$ cat src/scpp_pkg.sv
package scpp_pkg;
  localparam int SCPP_DATA_W = 16;
  localparam int SCPP_ADDR_W = 8;
  localparam int SCPP_IO_ADDR_W = 16;

  // Register offsets
  localparam logic [7:0] SCPP_OFF_SELF_CONTROL = 8'h00;
  localparam logic [7:0] SCPP_OFF_MODE_STATUS = 8'h04;

  // Self-control field positions
  localparam int SCPP_BIT_CHIP_RESET = 6;
  localparam int SCPP_BIT_SW_SUSPEND = 8;
  localparam int SCPP_BIT_SLEEP_EN = 9;
  localparam int SCPP_BIT_STANDBY_SEL = 10;
  localparam int SCPP_BIT_AUX0_SEL = 12;
  localparam int SCPP_BIT_AUX1_SEL = 13;
  localparam int SCPP_BIT_AUX0_LEVEL = 14;
  localparam int SCPP_BIT_AUX1_LEVEL = 15;

  // Identifier field, reset value and writable control bits
  localparam logic [15:0] SCPP_ID_FIELD = 16'h0015;
  localparam logic [15:0] SCPP_SELF_CONTROL_RESET = 16'h0015;
  localparam logic [15:0] SCPP_CTRL_MASK = 16'hf700;

  // Mode status field positions
  localparam int SCPP_ST_CHIP_RESET = 0;
  localparam int SCPP_ST_SW_SUSPEND = 1;
  localparam int SCPP_ST_HW_STANDBY = 2;
  localparam int SCPP_ST_HW_SUSPEND = 3;

  // Chip-wide reset pulse length
  localparam int SCPP_CLK_MHZ = 250;
  localparam int SCPP_CHIP_RESET_NS = 100;
  localparam int SCPP_CHIP_RESET_CYC = (SCPP_CHIP_RESET_NS * SCPP_CLK_MHZ + 999) / 1000;
  localparam int SCPP_RST_CNT_W = 8;

  // Default span of the device's I/O window, in bytes
  localparam int SCPP_IO_SPAN = 16;
endpackage : scpp_pkg

$ cat src/scpp_io_match.sv
`timescale 1ns/1ps
module scpp_io_match
  import scpp_pkg::*;
#(
  parameter int ADDR_W = SCPP_IO_ADDR_W,
  parameter int SPAN = SCPP_IO_SPAN
) (
  // Clock and reset
  input wire logic clk_i,
  input wire logic reset_n_i,
  // Host I/O cycle
  input wire logic io_wr_i,
  input wire logic [ADDR_W-1:0] io_addr_i,
  input wire logic [ADDR_W-1:0] io_base_i,
  // Match pulse, one cycle after the write
  output logic match_o
);
  typedef struct packed {
    logic match;
  } scpp_match_st_t;

  scpp_match_st_t s_q;
  scpp_match_st_t s_d;
  logic [ADDR_W:0] offs;

  always_comb begin
    offs = {1'b0, io_addr_i} - {1'b0, io_base_i};
    s_d.match = io_wr_i && !offs[ADDR_W] && (offs < (ADDR_W + 1)'(SPAN));
  end

  always_ff @(posedge clk_i or negedge reset_n_i) begin
    if (!reset_n_i) begin
      s_q <= '0;
    end else begin
      s_q <= s_d;
    end
  end

  assign match_o = s_q.match;
endmodule : scpp_io_match

$ cat src/scpp_self_control.sv
`timescale 1ns/1ps
// Contract
// Writing one to reset bit starts chip reset now; bit always reads back zero.
// Software suspend bit enters suspend; partial reset spares base address and this register.
// No frame transmission or reception while in software suspend.
// Host I/O write inside device I/O space ends software suspend.
// Aux1 select clear gives receiver bus activity; set follows aux1 level bit.
// Aux0 select set: active-low aux0 pin low when level set, high when clear.
// Aux0 select clear: aux0 level bit is ignored entirely.
// Without EEPROM, reset value has control bits clear and identifier 010101.
// Detected EEPROM may supply the initial control-bit values after reset.
// Enabled sleep pin low enters standby if selected, else hardware suspend.
module scpp_self_control
  import scpp_pkg::*;
#(
  parameter int IO_SPAN = SCPP_IO_SPAN,
  parameter int CHIP_RESET_CYC = SCPP_CHIP_RESET_CYC
) (
  // Clock and reset
  input wire logic REF_CLK_I,
  input wire logic RESET_N_I,
  // Register port
  input wire logic [SCPP_ADDR_W-1:0] ADDR_I,
  input wire logic [SCPP_DATA_W-1:0] WDATA_I,
  input wire logic WR_I,
  input wire logic RD_I,
  output logic [SCPP_DATA_W-1:0] RDATA_O,
  // Host I/O cycles seen on the ISA side
  input wire logic IO_WR_I,
  input wire logic [SCPP_IO_ADDR_W-1:0] IO_ADDR_I,
  input wire logic [SCPP_IO_ADDR_W-1:0] IO_BASE_I,
  // EEPROM preset
  input wire logic EE_LOAD_I,
  input wire logic EE_PRESENT_I,
  input wire logic [SCPP_DATA_W-1:0] EE_VALUE_I,
  // Pins and status inputs
  input wire logic SLEEP_N_I,
  input wire logic RX_BUS_ACTIVE_I,
  input wire logic AUX0_DEFAULT_N_I,
  // Power and reset controls
  output logic CHIP_RESET_O,
  output logic PARTIAL_RESET_O,
  output logic TXRX_INHIBIT_O,
  output logic HW_STANDBY_O,
  output logic HW_SUSPEND_O,
  // Auxiliary pins
  output logic AUX_OUT0_PIN_N_O,
  output logic AUX_OUT1_PIN_O
);
  typedef enum logic [1:0] {
    SCPP_RUN = 2'b00,
    SCPP_CHIP_RST = 2'b01,
    SCPP_SW_SUSP = 2'b10
  } scpp_mode_t;

  typedef struct packed {
    scpp_mode_t mode;
    logic [SCPP_RST_CNT_W-1:0] rst_cnt;
    logic [SCPP_DATA_W-1:0] ctrl;
    logic [SCPP_DATA_W-1:0] rdata;
    logic chip_reset;
    logic partial_reset;
    logic inhibit;
    logic hw_standby;
    logic hw_suspend;
    logic aux0_n;
    logic aux1;
  } scpp_state_t;

  // Idle view after power-up: no reset or suspend running, aux0 pin released high
  localparam scpp_state_t init_state = '{
    mode: SCPP_RUN,
    rst_cnt: '0,
    ctrl: SCPP_SELF_CONTROL_RESET,
    rdata: '0,
    chip_reset: 1'b0,
    partial_reset: 1'b0,
    inhibit: 1'b0,
    hw_standby: 1'b0,
    hw_suspend: 1'b0,
    aux0_n: 1'b1,
    aux1: 1'b0
  };

  scpp_state_t s_q;
  scpp_state_t s_d;
  logic io_match;
  logic wr_ctrl;
  logic wr_reset;
  logic wr_suspend;
  logic sleep_req;

  function automatic logic [SCPP_DATA_W-1:0] scpp_ctrl_view(input logic [SCPP_DATA_W-1:0] v);
    scpp_ctrl_view = (v & SCPP_CTRL_MASK) | SCPP_ID_FIELD;
  endfunction : scpp_ctrl_view

  function automatic logic [SCPP_DATA_W-1:0] scpp_status_view(input logic chip_rst, input logic sw_susp,
                                                                input logic standby, input logic hw_susp);
    scpp_status_view = '0;
    scpp_status_view[SCPP_ST_CHIP_RESET] = chip_rst;
    scpp_status_view[SCPP_ST_SW_SUSPEND] = sw_susp;
    scpp_status_view[SCPP_ST_HW_STANDBY] = standby;
    scpp_status_view[SCPP_ST_HW_SUSPEND] = hw_susp;
  endfunction : scpp_status_view

  // Both aux pins share this mux, so their select bits behave alike
  function automatic logic scpp_pin_pick(input logic sel, input logic level, input logic dflt);
    scpp_pin_pick = sel ? level : dflt;
  endfunction : scpp_pin_pick

  scpp_io_match #(
    .ADDR_W(SCPP_IO_ADDR_W),
    .SPAN(IO_SPAN)
  ) u_io_match (
    .clk_i(REF_CLK_I),
    .reset_n_i(RESET_N_I),
    .io_wr_i(IO_WR_I),
    .io_addr_i(IO_ADDR_I),
    .io_base_i(IO_BASE_I),
    .match_o(io_match)
  );

  always_comb begin
    s_d = s_q;
    wr_ctrl = WR_I && (ADDR_I == SCPP_OFF_SELF_CONTROL);
    wr_reset = wr_ctrl && WDATA_I[SCPP_BIT_CHIP_RESET];
    wr_suspend = wr_ctrl && WDATA_I[SCPP_BIT_SW_SUSPEND];
    s_d.rdata = '0;

    // The stored copy never keeps the act-once bit; it reads as zero
    if (wr_ctrl) begin
      s_d.ctrl = scpp_ctrl_view(WDATA_I);
    end

    unique case (s_q.mode)
      SCPP_RUN: begin
        if (wr_reset) begin
          s_d.mode = SCPP_CHIP_RST;
          s_d.rst_cnt = SCPP_RST_CNT_W'(CHIP_RESET_CYC - 1);
        end else if (wr_suspend) begin
          s_d.mode = SCPP_SW_SUSP;
        end
      end
      SCPP_CHIP_RST: begin
        // Chip reset returns this register to its default too
        s_d.ctrl = SCPP_SELF_CONTROL_RESET;
        if (s_q.rst_cnt == '0) begin
          s_d.mode = SCPP_RUN;
        end else begin
          s_d.rst_cnt = s_q.rst_cnt - 1'b1;
        end
      end
      SCPP_SW_SUSP: begin
        if (wr_reset) begin
          s_d.mode = SCPP_CHIP_RST;
          s_d.rst_cnt = SCPP_RST_CNT_W'(CHIP_RESET_CYC - 1);
        end else if (wr_ctrl) begin
          // A write to this register is itself an I/O write, so it wakes unless it sets the suspend bit again
          s_d.mode = wr_suspend ? SCPP_SW_SUSP : SCPP_RUN;
        end else if (io_match) begin
          s_d.mode = SCPP_RUN;
          s_d.ctrl[SCPP_BIT_SW_SUSPEND] = 1'b0;
        end
      end
      default: begin
        s_d.mode = SCPP_RUN;
      end
    endcase

    // EEPROM preset only in run mode, never during a chip reset or software suspend; a software write wins
    if (EE_LOAD_I && EE_PRESENT_I && !wr_ctrl && s_q.mode == SCPP_RUN) begin
      s_d.ctrl = scpp_ctrl_view(EE_VALUE_I);
      if (EE_VALUE_I[SCPP_BIT_SW_SUSPEND]) begin
        s_d.mode = SCPP_SW_SUSP;
      end
    end

    if (RD_I) begin
      case (ADDR_I)
        SCPP_OFF_SELF_CONTROL: begin
          s_d.rdata = s_q.ctrl;
        end
        SCPP_OFF_MODE_STATUS: begin
          s_d.rdata = scpp_status_view(s_q.chip_reset, s_q.partial_reset, s_q.hw_standby, s_q.hw_suspend);
        end
        default: begin
          // Unmapped offsets read as zero
          s_d.rdata = '0;
        end
      endcase
    end

    s_d.chip_reset = (s_d.mode == SCPP_CHIP_RST);
    s_d.partial_reset = (s_d.mode == SCPP_SW_SUSP);
    s_d.inhibit = (s_d.mode != SCPP_RUN);

    sleep_req = s_q.ctrl[SCPP_BIT_SLEEP_EN] && !SLEEP_N_I;
    s_d.hw_standby = sleep_req && s_q.ctrl[SCPP_BIT_STANDBY_SEL];
    s_d.hw_suspend = sleep_req && !s_q.ctrl[SCPP_BIT_STANDBY_SEL];

    // With aux0 select set, level bit set pulls the active-low aux0 pin low
    s_d.aux0_n = scpp_pin_pick(s_q.ctrl[SCPP_BIT_AUX0_SEL], !s_q.ctrl[SCPP_BIT_AUX0_LEVEL],
                               AUX0_DEFAULT_N_I);
    s_d.aux1 = scpp_pin_pick(s_q.ctrl[SCPP_BIT_AUX1_SEL], s_q.ctrl[SCPP_BIT_AUX1_LEVEL],
                             RX_BUS_ACTIVE_I);
  end

  always_ff @(posedge REF_CLK_I or negedge RESET_N_I) begin
    if (!RESET_N_I) begin
      s_q <= init_state;
    end else begin
      s_q <= s_d;
    end
  end

  assign RDATA_O = s_q.rdata;
  assign CHIP_RESET_O = s_q.chip_reset;
  assign PARTIAL_RESET_O = s_q.partial_reset;
  assign TXRX_INHIBIT_O = s_q.inhibit;
  assign HW_STANDBY_O = s_q.hw_standby;
  assign HW_SUSPEND_O = s_q.hw_suspend;
  assign AUX_OUT0_PIN_N_O = s_q.aux0_n;
  assign AUX_OUT1_PIN_O = s_q.aux1;
endmodule : scpp_self_control

$ cat config.mk
export PLATFORM = sky130hd
export DESIGN_NAME = scpp_self_control
export DESIGN_NICKNAME = d
export VERILOG_FILES = /design/src/scpp_pkg.sv /design/src/scpp_io_match.sv /design/src/scpp_self_control.sv
export SDC_FILE = /design/constraint.sdc
export NUM_CORES = 1
export LEC_CHECK = 0
export ABC_AREA = 0
export BUFFER_PORTS_ARGS = -buffer_cell sky130_fd_sc_hd__buf_2
export CORE_ASPECT_RATIO = 0.5
export CORE_MARGIN = 2
export CORE_UTILIZATION = 40
export CTS_CLUSTER_DIAMETER = 200
export CTS_CLUSTER_SIZE = 10
export DETAILED_ROUTE_END_ITERATION = 10
export GPL_ROUTABILITY_DRIVEN = 0
export GPL_TIMING_DRIVEN = 0
export PLACE_DENSITY = 0.78
export SLEW_MARGIN = 40
export SYNTH_ARGS = -nofsm -noshare
export SYNTH_HDL_FRONTEND = slang
export SYNTH_SLANG_ARGS = --single-unit
export TNS_END_PERCENT = 5
$ cat constraint.sdc
create_clock -name REF_CLK_I -period 2.94 [get_ports REF_CLK_I]
set_input_delay 0.441 -clock REF_CLK_I [delete_from_list [all_inputs] [get_ports REF_CLK_I]]
set_output_delay 0.441 -clock REF_CLK_I [all_outputs]
set_load 0.02 [all_outputs]
==> results.txt <==
The count of maximum capacitance violations came out at 0. The count of unique library cells instantiated by Yosys came out at a little under 60. Across all layers, the routed design uses approximately 2500 vias.

In this run the vertical extent of the chip is between 60 and 70 um. In the global route stage, overall resource usage came out at 16.50%. The worst hold path belongs to the class input port to asynchronous set/reset pin. The post-route antenna net violation count is 0. The leakage power figure came out at ~1.8 nW. The wire length per cell after detailed routing came out at ~12 um. CTS placed an instance of clkbuf_16 at the clock tree root. The required time of the critical path is ~3.1 ns. The number of buffers created by CTS came out at 5. The setup violation total in the final timing report came out at 0. The TritonCTS clock tree is yes. The setup slack of the most critical reg-to-reg path is around 0.80 ns.

The relative slew slack came out at 59.97%. The total number of yosys warnings is 0. The net count after synthesis is ~420. The count of input and output buffers came out at 87. The utilization of the core after routing is 52.04%. The via-per-instance ratio is roughly 5. The later-pin clock latency in the skew report is 0.28 ns. The maximum clock rate is between 300 and 400 MHz.

The wire length of the first global-routing pass came out at 10320 um. The post-CTS setup buffer count came out at 0. The post-detailed-route DRC marker count came out at 0. Data arrives at the worst endpoint at 2.68 ns. The startpoint identified for the worst register-to-register timing path is s_q[42]$_DFFE_PN0P_.

The power density of the placed cells came out at 591.9 mW/mm2. The gate count of the mapped netlist is 320. In this run, post-CTS repair resized a total of 0 instances. The number of standard-cell rows in the floorplan came out at 21. STA classifies the critical path startpoint as an input port. The initial antenna violation count was 0. The origin of the worst setup path is IO_ADDR_I[8]. The length in cells of the worst reg-to-reg path is 6.

In the final timing run, aggregate negative setup slack is 0 ns. The via count of the first global-routing pass was 2384. Of all flip-flops after synthesis, the portion carrying an async set or reset was 100.0%. The share of the clock period used by the worst path after layout is a little under nine tenths. From synthesis to final layout, the design area changed by 26.24%. In the synthesized netlist the dominant register cell turns out to be dfrtp_1. The H-tree was split into 2 levels. Summed over all layers, the global routing overflow is 0. The maximum VDD drop came out at 0.2378 mV.

The number of flops mapped to enable cells by yosys is 0. The number of DRC markers in iteration 0 came out at 130. The HPWL after detailed placement came out at roughly 4700 um. The final hold violation count came to 0. No sink is reached through more buffers than the 2 on the longest clock path. The clock sink total is 39. The placed instance count came out at between 400 and 500. The clock skew came out at 0.004635 ns.

Sorting the synthesized cells by area gives the leading types as dfrtp_1 (34%), ha_1 (9.5%), buf_4 (4.4%), inv_1 (4.2%), a21oi_1 (4.0%). The flow ran to the end, and the final reports show no timing, DRC or antenna violations. Entering global routing, the biggest net connects 40 pins.

The top fanout value on the critical path came out at 7. The worst setup path is captured at a flip-flop. Across all hold checks on the routed design, the worst slack comes to 0.1309 ns. Clock-pin slew was measured on the worst setup and hold paths at 0.06 ns.

Setup repair after global routing left no endpoint under its margin. The die area is 0.007598 mm2. For this configuration, the core starts out at a cell density of 41.23%. The endpoint identified for the worst register-to-register timing path is s_q[43]$_DFFE_PN0P_. Subtracting the final worst setup slack from the clock period gives about 2.5 ns.

Measured along the x axis, the die boundary spans 121.3 um. The post-synthesis area per instance is about 8.6 um2. The cell type contributing the most total cell area after synthesis is dfrtp_1.

The number of standard cells in the layout, taps in and fillers out came out at 507. The iteration count of the initial detailed-routing pass came out at 4. The mapped netlist covers 0.002751 mm2.

The worst setup path is of the input port to flip-flop kind. The final number of max-transition violations is 0. The top cell type by area accounts for 33.65% of the synthesized area. The pin slew with the least headroom to its limit came out at 0.5959 ns. The number of buffers inserted for hold repair after clock tree synthesis came out at 0. The total number of nets in the final design is 517. In this run, synthesis produced a sequential element count of 39.

The antenna diode count is 0. Sequential cells were found to cover 35.56% of the synthesized design area. Of the cells placed in the final design, the portion with a size suffix greater than 1 is 29.16%. The core outline area came out at 0.006674 mm2. The total wire length after detailed routing is roughly 6100 um.

The I/O pin total is 105.
power by group:
part | total [mW] | internal, mW | switching, mW
clock | 0.605 | 0.399 | 0.206
sequential | 0.751 | 0.657 | 0.0941
combinational | 0.700 | 0.295 | 0.405
total | 2.06 | 1.35 | 0.705
cell type report:
| type | count | area [um2] |
|---|---|---|
| fill | 627 | 3201 |
| multi-input combinational | 227 | 1495 |
| sequential | 39 | 978.4 |
| timing repair buffer | 87 | 437.9 |
| buffer | 23 | 161.4 |
| clock buffer | 5 | 125.1 |
| inverter | 31 | 116.4 |
| tap | 92 | 115.1 |
| clock inverter | 3 | 43.79 |
cells in the final DEF (no fill, tap or decap), types with 3 or more instances in the layout:
| master | count |
|---|---|
| nand4_1 | 3 |
| o21ai_0 | 6 |
| buf_2 | 86 |
| nand2b_1 | 3 |
| nand2_1 | 22 |
| clkbuf_16 | 5 |
| dfrtp_1 | 37 |
| or4_1 | 3 |
| o21a_1 | 5 |
| buf_4 | 17 |
| a22oi_1 | 7 |
| and2_1 | 12 |
| o21ai_1 | 19 |
| nor2_1 | 24 |
| o31ai_1 | 3 |
| nor3_1 | 4 |
| inv_1 | 31 |
| a21o_1 | 8 |
| nand3_1 | 6 |
| clkbuf_1 | 5 |
| a21oi_1 | 22 |
| or3_1 | 3 |
| and3_1 | 7 |
| o32ai_1 | 3 |
| ha_1 | 21 |
| nor4_1 | 4 |
| nor2b_1 | 5 |
critical path, stage by stage:
cell and delay (ns):
buf_2 0.10, ha_1 0.37, a21o_1 0.22, o21ai_1 0.12
o31ai_1 0.08, or4_1 0.51, or4_1 0.54, nor4_2 0.29
synthesized netlist by cell type (all sizes together) (3+ instances only):
library cell and number:
nor2b 6, and3 7, nor3 4, buf 18
nand3 6, nor4 5, and2 12, a21o 8
nand4 3, ha 21, o31ai 3, nand2 22
clkbuf 5, nor2 24, o21ai 25, a22oi 7
or4 3, nand2b 3, inv 31, a21oi 22
o21a 5, o32ai 3, or3 4, dfrtp 37
logic make-up (layout without fill, tap and decap cells):
group | count (synthesis) | in the layout | synth area share, %
adder cells (fa/ha/maj) | 21 | 21 | 9.550
AO/OA/AOI/OAI | 94 | 94 | 22.33
buffers and inverters | 54 | 149 | 10.10
other | 1 | 1 | 0.1363
multiplexers | 3 | 3 | 1.182
XOR/XNOR | 1 | 1 | 0.3184
flip-flops | 39 | 39 | 35.56
AND/OR/NAND/NOR | 107 | 107 | 20.83
sequential cells by signal, indices dropped and copies added, names as in the netlist:
signal and flops:
AUX_OUT1_PIN_O 1, AUX_OUT0_PIN_N_O 1, CHIP_RESET_O 1, TXRX_INHIBIT_O 1, HW_STANDBY_O 1, RDATA_O 13
u_io_match.match_o 1, PARTIAL_RESET_O 1, HW_SUSPEND_O 1, s_q 18
metal layers:
metal	part of all wire, %	track usage [%]	routed length (um)	up-vias
li1	-	-	-	1320
met2	47	28.30	2907	68
met4	1.6	5.172	98	0
met1	46	21.44	2791	1136
met5	0	0	0	-
met3	5.3	2.646	322	13
per-stage QoR:
stage	setup slack (ns)	instance area, um2	total power [mW]
2_1_floorplan	0.3935	2751	1.238
3_3_place_gp	0.1407	3302	1.428
3_5_place_dp	0.1251	3304	1.449
4_1_cts	0.4108	3473	2.067
5_1_grt	0.2683	3473	2.201
6_report	0.4362	3473	2.056
worst max path at each step:
| stage | slack [ns] | cells past startpoint | to |
|---|---|---|---|
| finish | 0.44 | 8 | u_io_match.match_o$_DFF_PN0_ |
| global route | 0.27 | 9 | u_io_match.match_o$_DFF_PN0_ |
| CTS | 0.41 | 8 | u_io_match.match_o$_DFF_PN0_ |
| detailed placement | 0.13 | 8 | u_io_match.match_o$_DFF_PN0_ |
| global placement | 0.14 | 8 | u_io_match.match_o$_DFF_PN0_ |
| floorplan | 0.39 | 8 | u_io_match.match_o$_DFF_PN0_ |
Note: power is estimated with default switching activity, not from simulation.
